[config.mk]
export PLATFORM = sky130hd
export DESIGN_NAME = wake_timer
export DESIGN_NICKNAME = d
export VERILOG_FILES = /design/src/core/wake_timer_pkg.sv /design/src/core/time_base.sv /design/src/core/unit_divider.sv /design/src/core/wake_timer.sv
export SDC_FILE = /design/constraint.sdc
export NUM_CORES = 1
export LEC_CHECK = 0
export ABC_AREA = 0
export ABC_CLOCK_PERIOD_IN_PS = 8690
export BUFFER_PORTS_ARGS = -buffer_cell sky130_fd_sc_hd__clkbuf_2
export CELL_PAD_IN_SITES_DETAIL_PLACEMENT = 0
export CELL_PAD_IN_SITES_GLOBAL_PLACEMENT = 1
export CORE_UTILIZATION = 48
export CTS_CLUSTER_SIZE = 12
export DETAILED_ROUTE_END_ITERATION = 7
export PLACE_DENSITY_LB_ADDON = 0.1
export SYNTH_ARGS = -nofsm -noshare
export SYNTH_HDL_FRONTEND = slang
export SYNTH_HIERARCHICAL = 1
export SYNTH_SLANG_ARGS = --single-unit
[constraint.sdc]
create_clock -name pclk -period 8.69 [get_ports pclk]
set_input_delay 0.4345 -clock pclk [delete_from_list [all_inputs] [get_ports pclk]]
set_output_delay 0.4345 -clock pclk [all_outputs]
set_load 0.1 [all_outputs]
[src/core/wake_timer_pkg.sv]
// constants, register map and shared types of the wake-up timer block
// assumes a single 20 MHz bus clock; the 32.768 kHz time base is derived from it
package wake_timer_pkg;

    // clock rates: the time base is made by a fractional accumulator
    localparam int unsigned CLK_HZ = 20_000_000;
    localparam int unsigned BASE_HZ = 32_768;
    localparam int ACC_W = 25;
    localparam logic [ACC_W-1:0] ACC_STEP = ACC_W'(BASE_HZ);
    localparam logic [ACC_W-1:0] ACC_MOD = ACC_W'(CLK_HZ);

    // one mantissa unit is 4 x 2^exp base ticks, so the prescaler needs 2 + 20 bits
    localparam int UNIT_SHIFT = 2;
    localparam int PRE_W = 23;
    localparam logic [4:0] EXP_MAX = 5'h14;

    // register indices; byte address is four times the index
    localparam int ADDR_W = 12;
    localparam logic [7:0] IDX_EXP = 8'h14;
    localparam logic [7:0] IDX_PER_HI = 8'h15;
    localparam logic [7:0] IDX_PER_LO = 8'h16;
    localparam logic [7:0] IDX_CNT_HI = 8'h17;
    localparam logic [7:0] IDX_CNT_LO = 8'h18;
    localparam logic [7:0] IDX_WIN_LEN = 8'h19;
    localparam logic [7:0] IDX_CTRL = 8'h30;
    localparam logic [7:0] IDX_STATUS = 8'h31;
    localparam logic [7:0] IDX_MASK = 8'h32;

    // reset values
    localparam logic [4:0] RST_EXP = 5'h03;
    localparam logic [7:0] RST_PER_HI = 8'h00;
    localparam logic [7:0] RST_PER_LO = 8'h01;
    localparam logic [7:0] RST_WIN_LEN = 8'h01;
    localparam logic [1:0] RST_CTRL = 2'h0;

    // control and event bit positions
    localparam int CTRL_WAKE_EN = 0;
    localparam int CTRL_WIN_EN = 1;
    localparam int EVT_W = 2;
    localparam int EVT_WAKE = 0;
    localparam int EVT_WIN_END = 1;

    // timer settings as seen by the counting logic
    typedef struct packed {
        logic [15:0] mant;
        logic [4:0] exp;
        logic [7:0] win_len;
    } wake_cfg_t;

endpackage

[src/core/time_base.sv]
// 32.768 kHz tick enable made from the bus clock
// assumes pclk at the rate named in the package; average rate is exact, jitter one cycle
module time_base
(
    input wire logic pclk,
    input wire logic presetn,
    output logic tick
);
    import wake_timer_pkg::*;

    logic [ACC_W-1:0] acc_reg;
    logic [ACC_W:0] sum;

    assign sum = {1'b0, acc_reg} + {1'b0, ACC_STEP};

    // fractional accumulator: a plain divide by 610 would drift by 0.06 percent
    always_ff @(posedge pclk or negedge presetn)
    begin
        if (!presetn)
        begin
            acc_reg <= '0;
            tick <= 1'b0;
        end
        else if (sum >= {1'b0, ACC_MOD})
        begin
            acc_reg <= ACC_W'(sum - {1'b0, ACC_MOD});
            tick <= 1'b1;
        end
        else
        begin
            acc_reg <= sum[ACC_W-1:0];
            tick <= 1'b0;
        end
    end

endmodule // time_base

[src/core/unit_divider.sv]
// divides the base tick by 4 x 2^exp to give one mantissa step
// assumes exp is already clamped and held stable while run is high
module unit_divider
(
    input wire logic pclk,
    input wire logic presetn,
    input wire logic run,
    input wire logic tick,
    input wire logic [4:0] exp_eff,
    output logic step
);
    import wake_timer_pkg::*;

    logic [PRE_W-1:0] pre_reg;
    logic [PRE_W-1:0] limit;

    assign limit = (PRE_W'(1) << (exp_eff + 5'(UNIT_SHIFT))) - PRE_W'(1); // [RL1] [RL8]

    // prescaler restarts from zero whenever the timer is stopped
    always_ff @(posedge pclk or negedge presetn)
    begin
        if (!presetn)
        begin
            pre_reg <= '0;
            step <= 1'b0;
        end
        else if (!run)
        begin
            pre_reg <= '0;
            step <= 1'b0;
        end
        else if (tick && pre_reg == limit)
        begin
            pre_reg <= '0;
            step <= 1'b1; // [RL1]
        end
        else
        begin
            pre_reg <= tick ? pre_reg + PRE_W'(1) : pre_reg;
            step <= 1'b0;
        end
    end

    a_unit_step_cause: assert property (@(posedge pclk) disable iff (!presetn) // [RL1]
        step |-> $past(tick) && $past(pre_reg) == $past(limit) && $past(run))
        else $error("mantissa step without a full prescaler run");

endmodule // unit_divider

[src/core/wake_timer.sv]
// periodic wake-up timer with an on-window generator, registers on apb
// assumes a 20 MHz pclk, an apb master with 32-bit data, byte address = 4 x index
//
// Notes on behaviour
// RL1 - wake period is 4 x mantissa x 2^exp base ticks at 32.768 kHz.
// RL2 - period mantissa is 16 bits, held as read/write high and low bytes.
// RL3 - software never writes zero into the low mantissa byte.
// RL4 - running mantissa count reads back as two read-only bytes.
// RL5 - each on-window starts exactly when a wake period starts.
// RL6 - software keeps the on-window length below the period mantissa.
// RL7 - software never writes zero as the on-window length.
// RL8 - on-window lasts 4 x length x 2^exp base ticks, same exponent.
// RL9 - exponent above 20 acts as 20; zero is allowed.
// RL10 - software disables the function before changing its settings.
// RL11 - count reaching the period raises a wake flag and restarts at zero.
module wake_timer
(
    input wire logic pclk,
    input wire logic presetn,
    input wire logic psel,
    input wire logic penable,
    input wire logic pwrite,
    input wire logic [wake_timer_pkg::ADDR_W-1:0] paddr,
    input wire logic [31:0] pwdata,
    output logic [31:0] prdata,
    output logic pready,
    output logic pslverr,
    output logic irq,
    output logic on_window,
    output logic wake_pulse
);
    import wake_timer_pkg::*;

    ////////////////////////////////////////////////////////////////////////////////
    // declarations

    logic [4:0] exp_reg;
    logic [7:0] per_hi_reg;
    logic [7:0] per_lo_reg;
    logic [7:0] win_len_reg;
    logic [1:0] ctrl_reg;
    logic [EVT_W-1:0] status_reg;
    logic [EVT_W-1:0] mask_reg;
    logic [15:0] count_reg;
    logic [15:0] count_next;
    logic on_window_next;
    wake_cfg_t cfg;
    logic [4:0] exp_eff;
    logic run;
    logic win_en;
    logic tick;
    logic step;
    logic wrap;
    logic setup;
    logic wr_en;
    logic [7:0] idx;
    logic hit;
    logic [31:0] rd_val;
    logic [EVT_W-1:0] evt_set;
    logic [EVT_W-1:0] evt_clr;
    logic [EVT_W-1:0] status_next;
    logic [7:0] win_steps_reg;

    ////////////////////////////////////////////////////////////////////////////////
    // settings and time base

    // settings gathered for the counting logic
    assign cfg = '{mant: {per_hi_reg, per_lo_reg}, exp: exp_reg, win_len: win_len_reg}; // [RL2]
    assign exp_eff = (cfg.exp > EXP_MAX) ? EXP_MAX : cfg.exp; // [RL9]
    assign run = ctrl_reg[CTRL_WAKE_EN];
    assign win_en = ctrl_reg[CTRL_WIN_EN];

    time_base u_time_base
    (
        .pclk(pclk),
        .presetn(presetn),
        .tick(tick)
    );

    unit_divider u_unit_divider
    (
        .pclk(pclk),
        .presetn(presetn),
        .run(run),
        .tick(tick),
        .exp_eff(exp_eff),
        .step(step)
    );

    ////////////////////////////////////////////////////////////////////////////////
    // mantissa counter and on-window

    // >= rather than == so a period lowered on the fly still wraps; software is
    // meant to stop the timer first, this only keeps the count from running away
    assign wrap = step && (count_reg >= cfg.mant - 16'h0001); // [RL11] [RL10]

    // next count, used so the window flop lines up with the period start
    always_comb
    begin
        if (!run)
            count_next = 16'h0000;
        else if (wrap)
            count_next = 16'h0000; // [RL11]
        else if (step)
            count_next = count_reg + 16'h0001; // [RL1]
        else
            count_next = count_reg;
    end

    // window high while the count is below the length: opens at count zero
    assign on_window_next = run && win_en && (count_next < {8'h00, cfg.win_len}); // [RL5] [RL8]

    // counter restarts from zero every time the timer is enabled
    always_ff @(posedge pclk or negedge presetn)
    begin
        if (!presetn)
            count_reg <= 16'h0000;
        else
            count_reg <= count_next; // [RL4]
    end

    // registered outputs of the timer
    always_ff @(posedge pclk or negedge presetn)
    begin
        if (!presetn)
        begin
            on_window <= 1'b0;
            wake_pulse <= 1'b0;
        end
        else
        begin
            on_window <= on_window_next; // [RL5] [RL8]
            wake_pulse <= wrap; // [RL11]
        end
    end

    ////////////////////////////////////////////////////////////////////////////////
    // apb slave

    // register map, byte address = 4 x index:
    //   0x14 exponent, bits 4:0, values above twenty act as twenty
    //   0x15 / 0x16 period mantissa, high / low byte
    //   0x17 / 0x18 running count, high / low byte, read only, writes ignored
    //   0x19 on-window length in mantissa steps
    //   0x30 control: bit 0 wake timer enable, bit 1 on-window enable
    //   0x31 status: bit 0 period end, bit 1 window end, write one to clear
    //   0x32 interrupt mask, same layout as status
    // the two count bytes are not read atomically: read twice, as stopping the timer clears
    // the count to zero; a step between the two reads can carry into the high byte

    assign setup = psel && !penable;
    assign wr_en = psel && penable && pready && pwrite;
    assign idx = paddr[9:2];

    // read mux and decode; misaligned or out-of-range addresses miss
    always_comb
    begin
        rd_val = 32'h0000_0000;
        hit = (paddr[1:0] == 2'h0) && (paddr[ADDR_W-1:10] == '0);
        case (idx)
            IDX_EXP: rd_val = {27'h0, exp_reg};
            IDX_PER_HI: rd_val = {24'h0, per_hi_reg}; // [RL2]
            IDX_PER_LO: rd_val = {24'h0, per_lo_reg}; // [RL2]
            IDX_CNT_HI: rd_val = {24'h0, count_reg[15:8]}; // [RL4]
            IDX_CNT_LO: rd_val = {24'h0, count_reg[7:0]}; // [RL4]
            IDX_WIN_LEN: rd_val = {24'h0, win_len_reg};
            IDX_CTRL: rd_val = {30'h0, ctrl_reg};
            IDX_STATUS: rd_val = {30'h0, status_reg};
            IDX_MASK: rd_val = {30'h0, mask_reg};
            default: hit = 1'b0;
        endcase
        if (!hit)
            rd_val = 32'h0000_0000;
    end

    // zero wait states: answer is prepared in the setup cycle
    always_ff @(posedge pclk or negedge presetn)
    begin
        if (!presetn)
        begin
            pready <= 1'b0;
            pslverr <= 1'b0;
            prdata <= 32'h0000_0000;
        end
        else
        begin
            pready <= setup;
            pslverr <= setup && !hit;
            if (setup && !pwrite)
                prdata <= rd_val;
        end
    end

    // writable settings; the count bytes ignore writes
    always_ff @(posedge pclk or negedge presetn)
    begin
        if (!presetn)
        begin
            exp_reg <= RST_EXP;
            per_hi_reg <= RST_PER_HI;
            per_lo_reg <= RST_PER_LO;
            win_len_reg <= RST_WIN_LEN;
            ctrl_reg <= RST_CTRL;
            mask_reg <= '0;
        end
        else if (wr_en && hit)
        begin
            case (idx)
                IDX_EXP: exp_reg <= pwdata[4:0];
                IDX_PER_HI: per_hi_reg <= pwdata[7:0]; // [RL2]
                IDX_PER_LO: per_lo_reg <= pwdata[7:0]; // [RL2]
                IDX_WIN_LEN: win_len_reg <= pwdata[7:0]; // [RL8]
                IDX_CTRL: ctrl_reg <= pwdata[1:0];
                IDX_MASK: mask_reg <= pwdata[EVT_W-1:0];
                default: ;
            endcase
        end
    end

    ////////////////////////////////////////////////////////////////////////////////
    // events and interrupt

    assign evt_set = {on_window && !on_window_next, wrap};
    assign evt_clr = (wr_en && hit && idx == IDX_STATUS) ? pwdata[EVT_W-1:0] : '0;

    // next flag value, one copy of the logic per event bit; the set term wins over a
    // clear in the same cycle, so an event that lands together with a clear is kept
    for (genvar g = 0; g < EVT_W; g++)
    begin : g_flag
        assign status_next[g] = evt_set[g] | (status_reg[g] & ~evt_clr[g]); // [RL11]
    end

    // sticky flags, write one to clear
    always_ff @(posedge pclk or negedge presetn)
    begin
        if (!presetn)
            status_reg <= '0;
        else
            status_reg <= status_next; // [RL11]
    end

    // level interrupt, one cycle behind the flags
    always_ff @(posedge pclk or negedge presetn)
    begin
        if (!presetn)
            irq <= 1'b0;
        else
            irq <= |(status_reg & mask_reg);
    end

    ////////////////////////////////////////////////////////////////////////////////
    // checks
    //
    // these assume software keeps its side: no zero length or low period byte, length
    // below the period, and settings changed only while the timer is stopped

    // checker helper: mantissa steps seen while the on-window is open; it restarts
    // from zero at every opening because the window is always closed the cycle before,
    // the length being below the period
    always_ff @(posedge pclk or negedge presetn)
    begin
        if (!presetn)
            win_steps_reg <= 8'h00;
        else if (!on_window)
            win_steps_reg <= 8'h00;
        else if (step)
            win_steps_reg <= win_steps_reg + 8'h01;
    end

    // timer checks
    a_wrap_restart: assert property (@(posedge pclk) disable iff (!presetn) // [RL11]
        wrap && run |=> count_reg == 16'h0000 && wake_pulse && status_reg[EVT_WAKE])
        else $error("period end did not restart the count and flag the wake");

    a_count_advance: assert property (@(posedge pclk) disable iff (!presetn) // [RL1]
        run && step && !wrap |=> count_reg == $past(count_reg) + 16'h0001)
        else $error("mantissa count did not advance on a step");

    a_count_hold: assert property (@(posedge pclk) disable iff (!presetn) // [RL4]
        run && !step |=> count_reg == $past(count_reg))
        else $error("mantissa count moved without a step");

    a_count_in_range: assert property (@(posedge pclk) disable iff (!presetn) // [RL11]
        run && cfg.mant != 16'h0000 |-> count_reg < cfg.mant)
        else $error("mantissa count reached the period without restarting");

    a_stop_idle: assert property (@(posedge pclk) disable iff (!presetn) // [RL11]
        !run |=> count_reg == 16'h0000 && !on_window)
        else $error("stopped timer did not return to count zero");

    a_wake_single: assert property (@(posedge pclk) disable iff (!presetn) // [RL11]
        wake_pulse |=> !wake_pulse)
        else $error("wake pulse longer than one cycle");

    a_window_opens: assert property (@(posedge pclk) disable iff (!presetn) // [RL5]
        wrap && run && win_en |=> on_window)
        else $error("on-window did not open with the new period");

    a_window_rise_start: assert property (@(posedge pclk) disable iff (!presetn) // [RL5]
        $rose(on_window) && $past(run) |-> count_reg == 16'h0000)
        else $error("on-window opened away from a period start");

    a_window_length: assert property (@(posedge pclk) disable iff (!presetn) // [RL8]
        $past(run) && $past(win_en) && run && win_en
        |-> on_window == (count_reg < {8'h00, win_len_reg}))
        else $error("on-window level disagrees with count and length");

    a_window_steps: assert property (@(posedge pclk) disable iff (!presetn) // [RL8]
        run && win_en && on_window && !on_window_next |=> win_steps_reg == win_len_reg)
        else $error("on-window did not last the programmed number of steps");

    a_exp_clamp: assert property (@(posedge pclk) disable iff (!presetn) // [RL9]
        exp_eff == ((exp_reg > EXP_MAX) ? EXP_MAX : exp_reg) && exp_eff <= EXP_MAX)
        else $error("exponent not limited to twenty");

    // bus and flag checks
    a_ready_pulse: assert property (@(posedge pclk) disable iff (!presetn) // [RL2]
        psel && !penable |=> pready ##1 !pready)
        else $error("ready not a single cycle right after setup");

    a_bad_address: assert property (@(posedge pclk) disable iff (!presetn) // [RL2]
        psel && !penable && !hit |=> pready && pslverr)
        else $error("unmapped address answered without an error");

    a_period_store: assert property (@(posedge pclk) disable iff (!presetn) // [RL2]
        wr_en && paddr == {2'h0, IDX_PER_LO, 2'h0}
        |=> per_lo_reg == $past(pwdata[7:0]))
        else $error("low period byte not stored on write");

    a_status_clear: assert property (@(posedge pclk) disable iff (!presetn) // [RL11]
        evt_clr[EVT_WAKE] && !evt_set[EVT_WAKE] |=> !status_reg[EVT_WAKE])
        else $error("wake flag not cleared by a one written to it");

    a_sticky_wake: assert property (@(posedge pclk) disable iff (!presetn) // [RL11]
        status_reg[EVT_WAKE] && !evt_clr[EVT_WAKE] |=> status_reg[EVT_WAKE])
        else $error("wake flag dropped without a clear");

    a_window_end_flag: assert property (@(posedge pclk) disable iff (!presetn) // [RL8]
        on_window && !on_window_next |=> status_reg[EVT_WIN_END])
        else $error("window end did not raise its flag");

    a_irq_level: assert property (@(posedge pclk) disable iff (!presetn) // [RL11]
        irq == $past(|(status_reg & mask_reg)))
        else $error("interrupt level does not follow masked flags");

endmodule // wake_timer

==> metrics.md <==
| Metric | Value |
|---|---|
| Internal power | between 700 and 800 uW |
| Simple-Gate Fraction of Synth Area | 0.234 |
| Final Max Tran Viols | 0 |
| Multi-input gate area | 5100 um^2 |
| Starting Density | 0.493 |
| Initial antenna violation count | 0 |
| Peak VDD IR | approximately 0.11 mV |
| Sequential power share | 0.483 |
| Largest net degree at the start of global routing | 65 |
| Critical Path RT | 8.90 ns |
| Proportion of power drawn by the clock network | 0.439 |
| Reg2Reg Setup Slack | 2.19 ns |
| EDFF count, synth | 0 |
| Vias in the first global route | 6477 |
| Complex-gate fraction of the synthesized area | 0.154 |
| Via count | 6825 |
| Synthesized-area fraction occupied by xor and xnor cells | 0.101 |
| Synth-to-Final Area Change | 5.78% |
| Hpwl dp | 15400 um |
| Seq/Total Area, Yosys | 0.324 |
| TNS Setup | 0 ns |
| Core area | 16600 um^2 |
| Die ar. | 17600 um^2 |
| Logic pwr share | 0.078 |
| FF+latch count, synth | about 110 |
| Yosys cell types | 96 |
| Max-Cap Viols | 0 |
| Area share of fa/ha/maj cells after synthesis | 0.0503 |
| Sw Pwr | 287 uW |
| Ys async rst share | 1.00 |
| R2r worst-path depth | 15 |
| Setup crit start kind | flip-flop |
| I/O Buffers | 37 |
| Clock Path Buffers | 2 |
| Synth Flop Type | dfrtp_1 |
| Register area | 2660 um^2 |
| Worst Setup SP | exp_reg[4] |
| Gp weighted congestion | between 0.9 and 1 |
| Routed Antenna Nets | 0 |
| CTS H-tree lvls | 3 |
| Die Y | roughly 130 um |
| Syn. warnings | 6 |
| Total power | 1.02 mW |
| Post-CTS Hold Buffers | 0 |
| Net Sw Frac | 0.280 |
| First-pass GRT wire length | 33800 um |
| Min Hold Slack | 0.0478 ns |
| Kind of end point of the critical path | flip-flop |
| Drt wl/cell | 18.1 um |
| Pwr Density | 118 nW/um^2 |
| CTS tree | built |
| RR Endpoint | u_unit_divider/pre_reg[3] |
| CTS resizes | 0 |
| Clock latency on the worst-skew pair | 0.37 ns |
| Total Routing Usage GR | 0.242 |
| Fmax | 0.154 GHz |
| Proportion of layout cells with a drive suffix above 1 | 0.159 |
| Clock sinks | around 110 |
| Gr ovfl total | 0 |
| Via density per instance | approximately 6 |
| Final hold vios | 0 |
| Hold crit path type | primary input to asynchronous set/reset pin |
| Post-CTS setup buffers | 0 |
| Final worst path period need | 6.50 ns |
| Max reg flops | 23 |
| Worst Path Class, Setup | flip-flop to flip-flop |
| Mapped Area | between 8000 and 9000 um^2 |
| Setup Viol. Count Final | 0 |
| NumNets Final | 994 |
| CTS Buf Count | 9 |
| P_leak | 3.64 nW |
| Die width | 133 um |
| Unrepaired setup endpoints after global routing | false |
| Rows | 47 |
| DP Cell Count | about 1100 |
| Mux cell area share after synthesis | 0.0715 |
| Avg Inst Size Synth | 9.08 um^2 |
| Design Area, Final | between 8000 and 9000 um^2 |
| Antenna cells | 0 |
| Worst r2r src | exp_reg[4] |
| DRC errors left | 0 |
| Main combinational cell family by area after synthesis | simple AND/OR/NAND/NOR gates |
| Status | finished clean |
| Reg clk slew, reported paths | roughly 0.09 ns |
| Io pins | 86 |
| Skew final | 0.0150 ns |
| Dpl cell area | 8370 um^2 |
| Worst-path maximum fanout | 32 |
| Fillers | 1588 |
| Worst EP arrival | 6.71 ns |
| Slew @ Worst Pin | 0.972 ns |
| Slew margin rel. | 0.352 |
| Final std cells w/o fill | 1137 |
| Ratio of final minimum period to clock period | 0.748 |
| Initial drt markers | 671 |
| Clk root buf | clkbuf_16 |
| Final WL | 20600 um |
| Post-Synthesis Cells | 904 |
| Drt first pass iters | 6 |
[stage by stage]
stage	utilization	setup WS, ns
6_report	0.522	2.19
2_1_floorplan	-	3.51
4_1_cts	0.522	2.22
5_1_grt	0.522	1.69
3_5_place_dp	0.503	2.26
3_3_place_gp	0.503	2.31
[placed cells by master (no fill, tap or decap), types with 7 or more instances in the layout]
cell / n
inv_1: 30
xor2_1: 34
conb_1: 24
and2_1: 9
nand3_1: 25
nand2_1: 68
ha_1: 33
mux2_2: 35
nor3_1: 23
dfrtp_1: 102
nor4_1: 14
mux2i_1: 8
or3_1: 7
a221oi_1: 9
clkbuf_16: 9
nor2_1: 83
clkbuf_2: 36
and3_1: 17
a21boi_0: 7
a21oi_1: 26
o21bai_1: 7
nor2b_1: 16
xnor2_1: 55
nand2b_1: 16
or2_2: 8
nand4_1: 20
o21ai_0: 33
a31oi_1: 10
a21o_1: 10
[cells in the mapped netlist, types with 6 or more instances]
master    number  area share
inv_1         30       0.014
a32oi_1        6      0.0064
a31oi_1       10      0.0076
nand3_1       25       0.015
buf_2          9      0.0055
or2_2          8      0.0061
nor2_1        83       0.038
buf_4         30       0.027
mux2_2        35       0.048
nand2_1       68       0.031
dfrtp_1      102        0.31
a21oi_1       26       0.016
xor2_1        34       0.036
clkbuf_1      19      0.0087
ha_1          33       0.050
mux2i_1        8      0.0098
a21boi_0       7      0.0064
buf_6          6      0.0082
nor3_1        23       0.014
or3_1          7      0.0053
nand4_1       20       0.015
nor4_1        14       0.011
a221oi_1       9      0.0096
o21ai_0       33       0.020
nand2b_1      16       0.012
nor2b_1       16       0.012
xnor2_1       55       0.059
and2_1         9      0.0069
o21bai_1       7      0.0064
nand3b_1       6      0.0055
a21o_1        10      0.0091
and3_1        17       0.013
[critical path, cell delays in order (launching register included)]
cell      delay, ns
dfrtp_1        0.72
o21ai_0        0.22
and2_1         0.14
buf_4          0.30
ha_1           0.70
nor3_1         0.13
a41oi_1        0.62
or3_1          0.21
ha_1           0.32
o31ai_4        0.14
nor3_2         0.61
o221ai_1       0.35
o31a_1         0.41
or4b_4         0.57
o21ai_2        0.74
nor2_1         0.13
[kinds of logic (layout without fill, tap and decap cells)]
family,after synthesis,after routing
buffers and inverters,98,88
multiplexers,48,48
AND/OR/NAND/NOR,356,356
XOR/XNOR,92,92
AO/OA/AOI/OAI,170,170
adder cells (fa/ha/maj),33,33
flip-flops,106,106
other,1,24
[layer usage]
| layer | wire length (um) | track usage |
|---|---|---|
| met1 | 9920 | 0.359 |
| met2 | 9360 | 0.366 |
| met3 | 1110 | 0.0383 |
| met4 | 225 | 0.0619 |
| met5 | 0 | 0 |
[power groups by stage]
stage	logic, mW	registers, mW	clock network, mW
2_1_floorplan	0.0637	0.507	0
3_3_place_gp	0.0795	0.503	0
3_5_place_dp	0.0804	0.503	0
4_1_cts	0.0806	0.494	0.461
5_1_grt	0.0847	0.494	0.476
6_report	0.0800	0.494	0.448
[area by class of cell]
type,instances,area share
Sequential cell,106,0.306
Clock inverter,7,0.0104
Tap cell,220,0.0317
Clock buffer,9,0.0259
Inverter,31,0.0137
Multi-Input combinational cell,723,0.587
Timing Repair Buffer,41,0.0251
[worst max path at each step]
stage,end,slack [ns],depth (start not counted)
2_1_floorplan,status_reg[1],3.51,20
3_3_place_gp,u_unit_divider/pre_reg[13],2.31,15
3_5_place_dp,u_unit_divider/pre_reg[17],2.26,15
4_1_cts,u_unit_divider/pre_reg[17],2.22,15
5_1_grt,u_unit_divider/pre_reg[16],1.69,15
6_report,u_unit_divider/pre_reg[3],2.19,15
No activity file was read; power rests on OpenSTA's default activity.
